$ cat src/inc/srsf_pkg.sv
// Shared constants and the state layout of the serial status-flag block.
// Assumes a 32-bit classic Wishbone slave port and a byte-wide data path.
package srsf_pkg;

    // ------------------------------------------------------------------
    // Bus geometry
    // ------------------------------------------------------------------
    localparam int ADR_W = 8;
    localparam int DAT_W = 32;
    localparam int CHAR_W = 8;
    localparam int IRQ_N = 3;

    // ------------------------------------------------------------------
    // Register byte offsets
    // ------------------------------------------------------------------
    localparam logic [ADR_W-1:0] OFF_STATUS = 8'h00;
    localparam logic [ADR_W-1:0] OFF_CONTROL = 8'h04;
    localparam logic [ADR_W-1:0] OFF_TX_DATA = 8'h08;
    localparam logic [ADR_W-1:0] OFF_RX_DATA = 8'h0c;
    localparam logic [ADR_W-1:0] OFF_IRQ_STATUS = 8'h10;
    localparam logic [ADR_W-1:0] OFF_IRQ_CLEAR = 8'h14;
    localparam logic [ADR_W-1:0] OFF_IRQ_ENABLE = 8'h18;

    // ------------------------------------------------------------------
    // Field positions
    // ------------------------------------------------------------------
    localparam int BIT_TX_EMPTY = 7;
    localparam int BIT_RX_FULL = 6;
    localparam int BIT_OVERRUN = 5;
    localparam int BIT_TX_ENABLE = 5;
    localparam int BIT_RX_ENABLE = 4;
    localparam int BIT_SYNC_MODE = 0;
    localparam int IRQ_TX_EMPTY = 0;
    localparam int IRQ_RX_FULL = 1;
    localparam int IRQ_OVERRUN = 2;

    // ------------------------------------------------------------------
    // Values after reset
    // ------------------------------------------------------------------
    localparam logic RST_TX_EMPTY = 1'b1;
    localparam logic RST_RX_FULL = 1'b0;
    localparam logic RST_OVERRUN = 1'b0;
    localparam logic [CHAR_W-1:0] RST_CHAR = 8'h00;
    localparam logic [IRQ_N-1:0] RST_IRQ = 3'h0;
    localparam int SYNC_STAGES = 2;

    // ------------------------------------------------------------------
    // Whole state of the flag block, registered as one word
    // ------------------------------------------------------------------
    typedef struct packed {
        logic ack;
        logic [DAT_W-1:0] dat;
        logic tx_enable_bit;
        logic rx_enable_bit;
        logic sync_mode;
        logic tx_holding_empty;
        logic rx_holding_full;
        logic rx_overrun_flag;
        logic arm_empty;
        logic arm_full;
        logic arm_overrun;
        logic [CHAR_W-1:0] tx_holding_reg;
        logic [CHAR_W-1:0] rx_holding_reg;
        logic [IRQ_N-1:0] irq_sts;
        logic [IRQ_N-1:0] irq_en;
        logic irq;
        logic tx_ready;
        logic rx_allow;
    } srsf_state_s;

endpackage : srsf_pkg

$ cat src/srsf_top.sv
// Status-flag logic of a serial port: transmit-empty, receive-full and
// overrun flags with their read-then-write-zero clear, behind Wishbone.
// Assumes the shift engines run on i_clk and give one-cycle event pulses;
// the standby request is an asynchronous pin.
//
// Overview of operation
// - Transmit-empty flag goes to one at reset and in standby.
// - Transmit-empty flag is one whenever transmit enable is cleared.
// - Transfer from holding to shift register sets transmit-empty.
// - Software clears transmit-empty by reading one, then writing zero.
// - Receive-full, bit 6, resets zero; standby or read-then-zero clears it.
// - Error-free character moved into receive holding sets receive-full.
// - Receive errors and clearing receive enable leave data and flag alone.
// - Character completing while receive-full is set causes overrun, is lost.
// - Overrun, bit 5, resets zero; standby or read-then-zero clears it.
// - Overrun sets when next character ends with receive-full set.
// - Clearing receive enable keeps the overrun flag as it was.
// - On overrun the receive holding register keeps the earlier character.
// - No reception continues while the overrun flag is set.
// - In synchronous mode transmission also stops while overrun is set.
`timescale 1ns/1ps
`default_nettype none

module srsf_top
(
    input wire logic i_clk,
    input wire logic i_rst,
    input wire logic i_cyc,
    input wire logic i_stb,
    input wire logic i_we,
    input wire logic [srsf_pkg::ADR_W-1:0] i_adr,
    input wire logic [3:0] i_sel,
    input wire logic [srsf_pkg::DAT_W-1:0] i_dat,
    output logic o_ack,
    output logic [srsf_pkg::DAT_W-1:0] o_dat,
    output logic o_irq,
    input wire logic i_standby,
    input wire logic i_tx_load,
    output logic [srsf_pkg::CHAR_W-1:0] o_tx_data,
    output logic o_tx_ready,
    input wire logic i_rx_done,
    input wire logic i_rx_err,
    input wire logic [srsf_pkg::CHAR_W-1:0] i_rx_data,
    output logic o_rx_allow
);

    // ------------------------------------------------------------------
    // Helpers
    // ------------------------------------------------------------------

    // Address match used by every read and write decode below.
    function automatic logic hit(input logic [srsf_pkg::ADR_W-1:0] adr,
                                 input logic [srsf_pkg::ADR_W-1:0] off);
        hit = (adr == off);
    endfunction : hit

    srsf_pkg::srsf_state_s q;
    srsf_pkg::srsf_state_s next_q;
    logic standby;
    logic acc;
    logic rd;
    logic wr;
    logic tx_take;
    logic rx_ok;
    logic [srsf_pkg::IRQ_N-1:0] ev;

    // Standby arrives from outside the clock domain.
    srsf_sync u_standby_sync
    (
        .i_clk(i_clk),
        .i_rst(i_rst),
        .i_async(i_standby),
        .o_level(standby)
    );

    // ------------------------------------------------------------------
    // Bus qualification
    // ------------------------------------------------------------------

    // A request is answered one cycle after it appears; a write commits
    // at the acknowledge edge, when the master also sees ack.
    assign acc = i_cyc & i_stb & ~q.ack;
    assign rd = acc & ~i_we;
    assign wr = i_cyc & i_stb & i_we & q.ack & i_sel[0];
    assign tx_take = i_tx_load & q.tx_ready;
    // An event from the receiver counts only while reception is allowed.
    assign rx_ok = i_rx_done & q.rx_allow;

    // ------------------------------------------------------------------
    // Next-state logic
    // ------------------------------------------------------------------

    // Register-write clears come before the sets, so a set in the same cycle
    // as such a clear wins; standby comes after both and overrides any set.
    always_comb
    begin
        next_q = q;
        ev = '0;
        next_q.ack = acc;
        next_q.dat = '0;

        // Read data and read-side arming of the flag clears.
        if (rd)
        begin
            if (hit(i_adr, srsf_pkg::OFF_STATUS))
            begin
                next_q.dat[srsf_pkg::BIT_TX_EMPTY] = q.tx_holding_empty;
                next_q.dat[srsf_pkg::BIT_RX_FULL] = q.rx_holding_full;
                next_q.dat[srsf_pkg::BIT_OVERRUN] = q.rx_overrun_flag;
                next_q.arm_empty = q.arm_empty | q.tx_holding_empty;
                next_q.arm_full = q.arm_full | q.rx_holding_full;
                next_q.arm_overrun = q.arm_overrun | q.rx_overrun_flag;
            end
            else if (hit(i_adr, srsf_pkg::OFF_CONTROL))
            begin
                next_q.dat[srsf_pkg::BIT_TX_ENABLE] = q.tx_enable_bit;
                next_q.dat[srsf_pkg::BIT_RX_ENABLE] = q.rx_enable_bit;
                next_q.dat[srsf_pkg::BIT_SYNC_MODE] = q.sync_mode;
            end
            else if (hit(i_adr, srsf_pkg::OFF_TX_DATA))
            begin
                next_q.dat[srsf_pkg::CHAR_W-1:0] = q.tx_holding_reg;
            end
            else if (hit(i_adr, srsf_pkg::OFF_RX_DATA))
            begin
                next_q.dat[srsf_pkg::CHAR_W-1:0] = q.rx_holding_reg;
            end
            else if (hit(i_adr, srsf_pkg::OFF_IRQ_STATUS))
            begin
                next_q.dat[srsf_pkg::IRQ_N-1:0] = q.irq_sts;
            end
            else if (hit(i_adr, srsf_pkg::OFF_IRQ_ENABLE))
            begin
                next_q.dat[srsf_pkg::IRQ_N-1:0] = q.irq_en;
            end
        end

        // Register writes; unmapped offsets are acknowledged and dropped.
        if (wr)
        begin
            if (hit(i_adr, srsf_pkg::OFF_STATUS))
            begin
                if (!i_dat[srsf_pkg::BIT_TX_EMPTY] && q.arm_empty)
                begin
                    next_q.tx_holding_empty = 1'b0;
                end
                if (!i_dat[srsf_pkg::BIT_RX_FULL] && q.arm_full)
                begin
                    next_q.rx_holding_full = 1'b0;
                end
                if (!i_dat[srsf_pkg::BIT_OVERRUN] && q.arm_overrun)
                begin
                    next_q.rx_overrun_flag = 1'b0;
                end
                next_q.arm_empty = 1'b0;
                next_q.arm_full = 1'b0;
                next_q.arm_overrun = 1'b0;
            end
            else if (hit(i_adr, srsf_pkg::OFF_CONTROL))
            begin
                next_q.tx_enable_bit = i_dat[srsf_pkg::BIT_TX_ENABLE];
                next_q.rx_enable_bit = i_dat[srsf_pkg::BIT_RX_ENABLE];
                next_q.sync_mode = i_dat[srsf_pkg::BIT_SYNC_MODE];
            end
            else if (hit(i_adr, srsf_pkg::OFF_TX_DATA))
            begin
                next_q.tx_holding_reg = i_dat[srsf_pkg::CHAR_W-1:0];
            end
            else if (hit(i_adr, srsf_pkg::OFF_IRQ_ENABLE))
            begin
                next_q.irq_en = i_dat[srsf_pkg::IRQ_N-1:0];
            end
        end

        if (tx_take)
        begin
            next_q.tx_holding_empty = 1'b1;
            ev[srsf_pkg::IRQ_TX_EMPTY] = 1'b1;
        end

        // Reception; errored characters change nothing at all.
        // errors leave state
        if (rx_ok && !i_rx_err)
        begin
            if (q.rx_holding_full)
            begin
                next_q.rx_overrun_flag = 1'b1;
                ev[srsf_pkg::IRQ_OVERRUN] = 1'b1;
            end
            else
            begin
                next_q.rx_holding_reg = i_rx_data;
                next_q.rx_holding_full = 1'b1;
                ev[srsf_pkg::IRQ_RX_FULL] = 1'b1;
            end
        end

        if (!next_q.tx_enable_bit)
        begin
            next_q.tx_holding_empty = 1'b1;
        end

        // Standby forces the flags back to their reset values.
        // standby sets empty
        if (standby)
        begin
            next_q.tx_holding_empty = srsf_pkg::RST_TX_EMPTY;
            next_q.rx_holding_full = srsf_pkg::RST_RX_FULL;
            next_q.rx_overrun_flag = srsf_pkg::RST_OVERRUN;
            next_q.arm_empty = 1'b0;
            next_q.arm_full = 1'b0;
            next_q.arm_overrun = 1'b0;
        end

        // Sticky interrupt status; an event beats a clear in one cycle.
        if (wr && hit(i_adr, srsf_pkg::OFF_IRQ_CLEAR))
        begin
            next_q.irq_sts = q.irq_sts & ~i_dat[srsf_pkg::IRQ_N-1:0];
        end
        next_q.irq_sts = next_q.irq_sts | ev;
        next_q.irq = |(next_q.irq_sts & next_q.irq_en);

        // Outputs are taken from the next state so they match the flags.
        // overrun stops reception
        next_q.rx_allow = next_q.rx_enable_bit & ~next_q.rx_overrun_flag;
        next_q.tx_ready = next_q.tx_enable_bit & ~next_q.tx_holding_empty
                          & ~(next_q.sync_mode & next_q.rx_overrun_flag);
    end

    // ------------------------------------------------------------------
    // State register
    // ------------------------------------------------------------------

    always_ff @(posedge i_clk or posedge i_rst)
    begin
        if (i_rst)
        begin
            q <= '0;
            q.tx_holding_empty <= srsf_pkg::RST_TX_EMPTY;
            q.rx_holding_full <= srsf_pkg::RST_RX_FULL;
            q.rx_overrun_flag <= srsf_pkg::RST_OVERRUN;
            q.tx_holding_reg <= srsf_pkg::RST_CHAR;
            q.rx_holding_reg <= srsf_pkg::RST_CHAR;
            q.irq_sts <= srsf_pkg::RST_IRQ;
            q.irq_en <= srsf_pkg::RST_IRQ;
        end
        else
        begin
            q <= next_q;
        end
    end

    // Every output is a field of the registered state.
    assign o_ack = q.ack;
    assign o_dat = q.dat;
    assign o_irq = q.irq;
    assign o_tx_data = q.tx_holding_reg;
    assign o_tx_ready = q.tx_ready;
    assign o_rx_allow = q.rx_allow;
endmodule : srsf_top

`default_nettype wire

$ cat src/srsf_sync.sv
// Two-stage level synchroniser for a pin that arrives from outside the clock.
// Assumes the level is slow compared to the clock; pulses may be missed.
`timescale 1ns/1ps
`default_nettype none

module srsf_sync
(
    input wire logic i_clk,
    input wire logic i_rst,
    input wire logic i_async,
    output logic o_level
);

    // ------------------------------------------------------------------
    // State
    // ------------------------------------------------------------------
    typedef struct packed {
        logic first;
        logic second;
    } srsf_sync_s;

    srsf_sync_s q;
    srsf_sync_s next_q;

    // The first stage is only ever read by the second stage.
    always_comb
    begin
        next_q.first = i_async;
        next_q.second = q.first;
    end

    // Reset loads constants only; the pin is caught after release.
    always_ff @(posedge i_clk or posedge i_rst)
    begin
        if (i_rst)
        begin
            q <= '0;
        end
        else
        begin
            q <= next_q;
        end
    end

    assign o_level = q.second;

endmodule : srsf_sync

`default_nettype wire

$ cat config.mk
export PLATFORM = sky130hd
export DESIGN_NAME = srsf_top
export DESIGN_NICKNAME = d
export VERILOG_FILES = /design/src/inc/srsf_pkg.sv /design/src/srsf_top.sv /design/src/srsf_sync.sv
export SDC_FILE = /design/constraint.sdc
export NUM_CORES = 1
export LEC_CHECK = 0
export ABC_CLOCK_PERIOD_IN_PS = 3440
export BUFFER_PORTS_ARGS = -buffer_cell sky130_fd_sc_hd__buf_2
export CAP_MARGIN = 20
export CELL_PAD_IN_SITES_DETAIL_PLACEMENT = 0
export CELL_PAD_IN_SITES_GLOBAL_PLACEMENT = 2
export CORE_ASPECT_RATIO = 1.2
export CORE_MARGIN = 1
export CORE_UTILIZATION = 29
export CTS_CLUSTER_SIZE = 28
export DETAILED_ROUTE_END_ITERATION = 10
export HOLD_SLACK_MARGIN = 0.02
export PLACE_DENSITY_LB_ADDON = 0.1
export SLEW_MARGIN = 15
export SYNTH_ARGS = -nofsm -noshare
export SYNTH_HDL_FRONTEND = slang
export SYNTH_SLANG_ARGS = --single-unit
$ cat constraint.sdc
create_clock -name i_clk -period 3.44 [get_ports i_clk]
set_clock_uncertainty 0.2 [all_clocks]
set_input_delay 0 -clock i_clk [delete_from_list [all_inputs] [get_ports i_clk]]
set_output_delay 0 -clock i_clk [all_outputs]
set_load 0.01 [all_outputs]
==> results_dict.tcl, run 1 <==
set metrics [dict create \
    status "complete, but fails checks" \
    violations "design-rule violations" \
    die_w_um 84.0 \
    path_cells "dlygate4sd3_1, buf_2, nor3_4, dlygate4sd3_1, nand3b_4, nor3_2, nand2_1, dlygate4sd3_1, o21ai_0, dlygate4sd3_1" \
    crit_path_start_kind "primary input" \
    most-common-layout-cells "53 x buf_2, 44 x dfrtp_1, 42 x dlygate4sd3_1" \
    ctsHoldBuffers 42 \
    stdcell_count 399 \
    ys.flop_type "dfrtp_1" \
    worst-slew-pin-transition_ps 985 \
    drv_slew 0 \
    coreArea_um2 7750 \
    ir_worst_vdd_v 0.000141 \
    grt_pass1_vias 1777 \
    cpPeakStageDelay_ps 630 \
    finalSetupTns_ps 0 \
    dieArea_um2 8430 \
    numCtsBuffers 5 \
    rows 35 \
    port_buffers 53 \
    sequentialPowerShare_pct 55.0 \
    crit_required_ps 3490 \
    path_max_fanout 6 \
    syn_to_final_growth_pct 28.8 \
    overflow 0 \
    cts_sinks 45 \
    worstSetupPathType "primary input to flop" \
    routed_wl_um 5650 \
    gp_congestion 0.748 \
    setup_viol 0 \
    post-route-min-period_ps 3200 \
    syn_area_per_cell_um2 10.4 \
    power_switching_uw 252 \
    ant_nets 0 \
    yosys.area.top_type "dfrtp_1" \
    post_cts_buffers 0 \
    path_buf_inv 5 \
    finalHoldViolCount 0 \
    cts_tree "yes" \
    nNetsFinal 367 \
    initial_utilization_pct 30.2 \
    drt_iter0_markers 97 \
    yosysWarnings 0 \
    drt-pass1-iter-count 7 \
    path_clk_slew_ps 100 \
    fin_crit_sh_pct 93.1 \
    synth-edff-count 0 \
    maxSlewHeadroom_pct 34.3 \
    hpwlAfterDp_um 3910 \
    vias_per_cell 4.57 \
    vias 1823 \
    post_cts_resized 0 \
    drive_gt1_share_pct 29.6 \
    endpoint_kind "flop" \
    die_y_um 100 \
    yosysTopAreaCellShare_pct 47.1 \
    grt_pass1_wl_um 9140 \
    async_flop_share_pct 100 \
    grt_start_max_net_pins 46 \
    yosysSeqAreaShare_pct 48.2 \
    crit_top_cell "dlygate4sd3_1" \
    netlist_area_um2 2340 \
    routedWlPerCell_um 14.2 \
    worst_ep_arrival_time_ps 3250 \
    dp_slack_ps 1240 \
    p_clk_share_pct 34.2 \
    htreeDepth 2 \
    comb_power_share_pct 10.8 \
    cp_slowest_cell "dlygate4sd3_1" \
    crit_family "buffers and inverters" \
    pin_count 105 \
    worst_slack_ps 238 \
    yosys_register_bits 45 \
    switching_share_pct 25.9 \
    ys_top_cells_by_area "dfrtp_1 47%, buf_4 13%, mux2_2 5.8%" \
    internal_power_uw 721 \
    grt_setup_unrepaired "false" \
    insertion_delay_ps 300 \
    insertedDiodeCount 0 \
    cts_root_buf "clkbuf_8" \
    synth_cell_types 45 \
    drc 9 \
    track_usage_pct 14.1 \
    cts_buffer_depth 2 \
    dp_cells 349 \
    final_common_cell "buf_2" \
    syn_inst 225 \
    maxCapViolCount 0 \
    hp-class "primary input to flop" \
    fmaxAchievable_ghz 0.312 \
    antenna_found_initial 0 \
    power_density_nw_per_um2 323 \
    power_leakage_nw 1.50 \
]
-- path summary, 6_finish.rpt --
| kind | start | end | slack (ps) | cells past startpoint |
|---|---|---|---|---|
| max reg2reg | o_ack | o_tx_data[4] | 640 | 7 |
| min | i_rx_done | q[8] | 30 | 5 |
| max in group asynchronous | i_rst | q[16] | 2150 | 3 |
| min reg2reg | u_standby_sync.next_q[0] | u_standby_sync.o_level | 150 | 0 |
| max | i_adr[6] | o_tx_data[4] | 240 | 10 |
| min in group asynchronous | i_rst | o_tx_data[3] | 270 | 3 |
-- through the flow --
step / util [%] / area, um^2 / total power [mW] / hold WS, ps
2_1_floorplan: - / 2430 / 0.609 / -169
3_3_place_gp: 32.3 / 2500 / 0.625 / -87.8
3_5_place_dp: 32.3 / 2500 / 0.625 / -87.5
4_1_cts: 38.9 / 3010 / 0.991 / 28.4
5_1_grt: 38.9 / 3010 / 1.03 / 77.3
6_report: 38.9 / 3010 / 0.972 / 33.2
-- Yosys cell counts, types with 3 or more instances --
cell type	number
mux2_2	12
nor2b_1	3
a21oi_1	5
a31oi_1	6
a211oi_1	4
nor4b_1	4
dfrtp_1	44
buf_4	40
clkbuf_1	6
nor2_1	12
o21ai_0	9
inv_1	10
mux2i_1	5
nand2_1	23
nor3_1	7
-- sequential cells by signal (all words and copies together) (netlist names) --
register / cells
o_ack: 1
u_standby_sync.o_level: 1
o_dat: 8
q: 23
o_irq: 1
o_rx_allow: 1
u_standby_sync.next_q: 1
o_tx_ready: 1
o_tx_data: 8
-- metal layers --
| layer | track usage [%] | vias to the layer above | wire length (um) |
|---|---|---|---|
| met5 | 0 | - | 0 |
| met4 | 4.77 | 0 | 82 |
| met3 | 1.56 | 6 | 242 |
| met2 | 24.1 | 68 | 2650 |
| met1 | 18.6 | 875 | 2670 |
| li1 | - | 874 | - |
-- power groups by stage --
stage          Clock, mW  Combinational [mW]  Sequential [mW]
2_1_floorplan          0              0.0642            0.545
3_3_place_gp           0              0.0794            0.545
3_5_place_dp           0              0.0796            0.545
4_1_cts            0.350               0.106            0.535
5_1_grt            0.378               0.116            0.536
6_report           0.333               0.105            0.535
-- cell families (layout without fill, tap and decap cells) --
family / Yosys count / after routing / synth area share, %
buf+inv: 57 / 116 / 15.6
simple gates: 71 / 71 / 17.6
compound gates: 32 / 32 / 8.88
other cells: 1 / 24 / 0.160
mux: 19 / 19 / 9.52
flops: 45 / 45 / 48.2
-- area by class of cell --
| class | count | area, um^2 |
|---|---|---|
| fill | 803 | 4740 |
| sequential | 45 | 1130 |
| clock buffer | 5 | 68.8 |
| multi-input combinational | 146 | 933 |
| clock inverter | 3 | 22.5 |
| timing repair buffer | 98 | 708 |
| tap | 92 | 115 |
| inverter | 10 | 37.5 |
-- worst min-delay path, cell delays in order --
cell and delay (ps):
buf_2 90, nand2_1 120, nor3_1 120, nor2_1 100, nor2_1 60
No activity file was read; power rests on OpenSTA's default activity.
==> run 2, diff against run 1 <==
ABC_CLOCK_PERIOD_IN_PS = 3350   (was 3440)
CORE_UTILIZATION = 27   (was 29)
clock period = 3.35 ns   (was 3.44 ns; I/O delays follow)
==> run 2 against run 1 <==
Against the previous run:
- the flow now finishes without violations
- combinational power up 6%
- sequential share of layout area shrank 0.95 points
- cell area is 2.6% higher
- global-route usage is 0.41 points lower
- setup slack worse by 15 ps
- routed wire length up 3.7%
- worst hold slack got worse by 3.0 ps
- die area is 7.2% higher
- non-clock buffer count rose by 3
- clock power is 8.7% higher
- critical path type unchanged
- critical endpoint unchanged
==> results_dict.tcl, run 2 (same netlist as run 1, synthesis figures left out) <==
set metrics [dict create \
    dieArea_um2 9040 \
    syn_to_final_growth_pct 32.1 \
    cts_buffer_depth 2 \
    grt_pass1_vias 1769 \
    ir_worst_vdd_v 0.000175 \
    most-common-layout-cells "53 x buf_2, 44 x dlygate4sd3_1, 44 x dfrtp_1" \
    htreeDepth 2 \
    cts_root_buf "clkbuf_8" \
    path_cells "dlygate4sd3_1, buf_2, nor3_4, dlygate4sd3_1, nand3b_4, nor3_4, nand2_1, dlygate4sd3_1, o21ai_0, dlygate4sd3_1" \
    vias 1820 \
    endpoint_kind "flop" \
    rows 36 \
    power_density_nw_per_um2 331 \
    vias_per_cell 4.29 \
    finalSetupTns_ps 0 \
    initial_utilization_pct 28.4 \
    setup_viol 0 \
    drc 0 \
    fin_crit_sh_pct 93.3 \
    cts_sinks 45 \
    path_max_fanout 6 \
    path_buf_inv 5 \
    drive_gt1_share_pct 29.7 \
    track_usage_pct 13.7 \
    dp_cells 371 \
    r2r_start "o_ack" \
    stdcell_count 424 \
    crit_required_ps 3390 \
    path_clk_slew_ps 90 \
    fmaxAchievable_ghz 0.320 \
    cp.depth 10 \
    worst-slew-pin-transition_ps 724 \
    post-route-min-period_ps 3130 \
    maxSlewHeadroom_pct 51.3 \
    rr_worst_depth 7 \
    routed_wl_um 5860 \
    cpPeakStageDelay_ps 630 \
    coreArea_um2 8240 \
    post_cts_buffers 0 \
    worstSetupPathType "primary input to flop" \
    grt_setup_unrepaired "false" \
    hpwlAfterDp_um 4050 \
    maxCapViolCount 0 \
    drt-pass1-iter-count 4 \
    crit_top_cell "dlygate4sd3_1" \
    cp_slowest_cell "dlygate4sd3_1" \
    insertion_delay_ps 300 \
    port_buffers 53 \
    final_common_cell "buf_2" \
    crit_family "buffers and inverters" \
    die_w_um 87.0 \
    grt_pass1_wl_um 9360 \
    insertedDiodeCount 0 \
    finalHoldViolCount 0 \
    antenna_found_initial 0 \
    die_y_um 104 \
    overflow 0 \
    min_from "i_adr[7]" \
    ant_nets 0 \
    crit_path_start_kind "primary input" \
    drv_slew 0 \
    worst_ep_arrival_time_ps 3170 \
    rrSetupSlack_ps 680 \
    largest_register_ffs 23 \
    grt_start_max_net_pins 46 \
    numCtsBuffers 5 \
    hp-class "primary input to flop" \
    top_register "q" \
    nNetsFinal 370 \
    gp_congestion 0.757 \
    pin_count 105 \
    cts_tree "yes" \
    hold_path_depth 4 \
    drt_iter0_markers 36 \
    status "complete, no violations" \
    routedWlPerCell_um 13.8 \
    power_leakage_nw 1.55 \
    hold_end "q[6]" \
    regToRegEndpoint "o_tx_data[4]" \
]
==> run 2: worst max path at each step <==
stage | from | end | slack [ps]
after global placement | o_ack | o_tx_ready | 1150
final | i_adr[6] | o_tx_data[4] | 220
after global routing | i_adr[6] | o_tx_data[4] | 80
after detailed placement | o_ack | o_tx_ready | 1170
after CTS | i_adr[6] | o_tx_data[4] | 130
after floorplan | o_ack | o_tx_ready | 1270
==> run 2: power breakdown <==
group          leakage [nW]  switching (mW)  internal [mW]
Combinational         0.899          0.0605         0.0507
Clock                0.0512           0.195          0.168
Sequential            0.599         0.00343          0.546
Total                  1.55           0.259          0.764
==> run 2: timing repair <==
item,in CTS,in global routing
resized for setup,0,1
hold endpoints to repair,85,6
hold buffers,43,1
endpoints found under the setup margin,0,1
==> run 2: stage by stage <==
| stage | area [um^2] | power (mW) | setup slack (ps) | hold slack, ps | utilization (%) |
|---|---|---|---|---|---|
| after CTS | 3060 | 1.03 | 128 | 53.0 | 37.1 |
| final | 3090 | 1.02 | 224 | 30.3 | 37.5 |
| after detailed placement | 2530 | 0.642 | 1170 | -89.7 | 30.7 |
| after global routing | 3090 | 1.07 | 77.2 | 72.9 | 37.5 |
| after global placement | 2530 | 0.642 | 1150 | -89.4 | 30.7 |
| after floorplan | 2430 | 0.625 | 1270 | -169 | - |
==> run 2: final cells by class <==
cell class,count,area (um^2)
clock inverters,2,13.8
flip-flops and latches,45,1130
clock buffers,6,82.6
fillers,901,5150
inverters,10,37.5
well taps,114,143
multi-input cells,146,940
repair buffers,101,748
==> run 2: routing by layer <==
layer  GRT usage [%]  part of all wire [%]  wire length, um
met3            1.98                   3.2              185
met1            18.4                    46             2720
met5               0                     0                0
met2            22.5                    49             2890
met4            3.93                   1.0               60
==> run 2: worst register-to-register path, cell delays in order, from the launching register on <==
cell           delay (ps)
dfrtp_1               430
and4_1                320
nand2_4                90
nor3_4                310
nand2_1                80
dlygate4sd3_1         550
o21ai_0                70
dlygate4sd3_1         560
==> run 3, diff against run 2 <==
RECOVER_POWER = 25   (was default)
==> run 3 against run 2 <==
Against the previous run:
- largest power group unchanged
- global-route usage unchanged
- sequential power about the same
- setup slack improved by 0.72 ps
- cell area decreased by 0.81%
- routed wire length increased by 0.22%
==> results_dict.tcl, run 3 (same netlist as run 1, synthesis figures left out) <==
set metrics [dict create \
    crit_required_ps 3390 \
    path_clk_slew_ps 90 \
    nNetsFinal 370 \
    top_register "q" \
    grt_start_max_net_pins 46 \
    hpwlAfterDp_um 4050 \
    multi_input_area_um2 940 \
    maxSlewHeadroom_pct 52.7 \
    seqCellArea_um2 1130 \
    hold_end "q[6]" \
    die_y_um 104 \
    syn_to_final_growth_pct 31.1 \
    fmaxAchievable_ghz 0.320 \
    fill_cells 902 \
    power_leakage_nw 1.47 \
    regToRegEndpoint "o_tx_data[4]" \
    htreeDepth 2 \
    post-route-min-period_ps 3130 \
    routedWlPerCell_um 13.8 \
    worst-slew-pin-transition_ps 704 \
    vias 1824 \
    vias_per_cell 4.30 \
    numCtsBuffers 5 \
    grt_pass1_vias 1769 \
    path_max_fanout 6 \
    dp_cells 371 \
    routed_wl_um 5870 \
    finalSetupTns_ps 0 \
    drt_iter0_markers 36 \
    pin_count 105 \
    ir_worst_vdd_v 0.000174 \
    cts_sinks 45 \
    power_density_nw_per_um2 333 \
    initial_utilization_pct 28.4 \
    cts_tree "yes" \
    hold_path_depth 4 \
    most-common-layout-cells "44 x dlygate4sd3_1, 44 x dfrtp_1, 33 x buf_2" \
    cts_root_buf "clkbuf_8" \
    drt-pass1-iter-count 4 \
    rows 36 \
    rr_worst_depth 7 \
    dieArea_um2 9040 \
    finalHoldViolCount 0 \
    die_w_um 87.0 \
    port_buffers 53 \
    grt_pass1_wl_um 9360 \
    worst_ep_arrival_time_ps 3170 \
    min_from "i_adr[7]" \
    overflow 0 \
    post_cts_buffers 0 \
    setup_viol 0 \
    insertion_delay_ps 300 \
    crit_path_start_kind "primary input" \
    drive_gt1_share_pct 22.9 \
    insertedDiodeCount 0 \
    total_power_mw 1.02 \
    cts_buffer_depth 2 \
    antenna_found_initial 0 \
    rrSetupSlack_ps 680 \
    track_usage_pct 13.7 \
    final_util_pct 37.2 \
    hp-class "primary input to flop" \
    gp_congestion 0.757 \
    grt_setup_unrepaired "false" \
    drv_slew 0 \
    coreArea_um2 8240 \
    status "complete, no violations" \
    stdcell_count 424 \
    worstSetupPathType "primary input to flop" \
    largest_register_ffs 23 \
    fin_crit_sh_pct 93.3 \
    ant_nets 0 \
    endpoint_kind "flop" \
    maxCapViolCount 0 \
    r2r_start "o_ack" \
    drc 0 \
]
## run 3: cell types whose count changed in the layout (fill, tap and decap cells not counted)
cell / delta
clkbuf_1: +20
inv_2: -1
buf_2: -20
inv_1: +1
## run 3: critical path, cell delays in order
cell and delay (ps):
dlygate4sd3_1 540, buf_2 140, nor3_4 100, dlygate4sd3_1 630, nand3b_4 140, nor3_4 350
nand2_1 80, dlygate4sd3_1 550, o21ai_0 70, dlygate4sd3_1 560
## run 3: cell type report
type | instances | area share, %
Clock inverter | 2 | 0.449
Multi-Input combinational cell | 146 | 30.6
Timing Repair Buffer | 101 | 23.6
Inverter | 10 | 1.22
Sequential cell | 45 | 36.8
Tap cell | 114 | 4.65
Clock buffer | 6 | 2.69
## run 3: worst max-delay path by stage
| stage | to | start |
|---|---|---|
| floorplan | o_tx_ready | o_ack |
| global placement | o_tx_ready | o_ack |
| detailed placement | o_tx_ready | o_ack |
| CTS | o_tx_data[4] | i_adr[6] |
| global route | o_tx_data[4] | i_adr[6] |
| finish | o_tx_data[4] | i_adr[6] |
## run 3: metrics by stage
stage | worst slack, ps | instance area, um^2 | hold WS [ps]
3_5_place_dp | 1170 | 2530 | -89.7
2_1_floorplan | 1270 | 2430 | -169
3_3_place_gp | 1150 | 2530 | -89.4
4_1_cts | 128 | 3060 | 53.0
5_1_grt | 77.2 | 3070 | 72.9
6_report | 224 | 3070 | 43.6
## run 3: timing repair
| action | in CTS | in global routing |
|---|---|---|
| setup endpoints to repair | 0 | 1 |
| hold buffers | 43 | 1 |
| gates resized for setup | 0 | 1 |
| hold endpoints to repair | 85 | 6 |
## run 3: per-layer routing
metal  global-route usage, %  share of wire, %  vias up  wire length, um
li1                        -                 -      886                -
met1                    18.4                46      878             2710
met2                    22.5                49       56             2870
met3                    1.98               3.8        4              223
met4                    3.93               1.0        0               61
met5                       0                 0        -                0
## run 3: where the power goes
group | switching (mW) | total (mW) | internal [mW]
sequential | 0.00347 | 0.549 | 0.546
clock | 0.193 | 0.360 | 0.168
combinational | 0.0601 | 0.111 | 0.0504
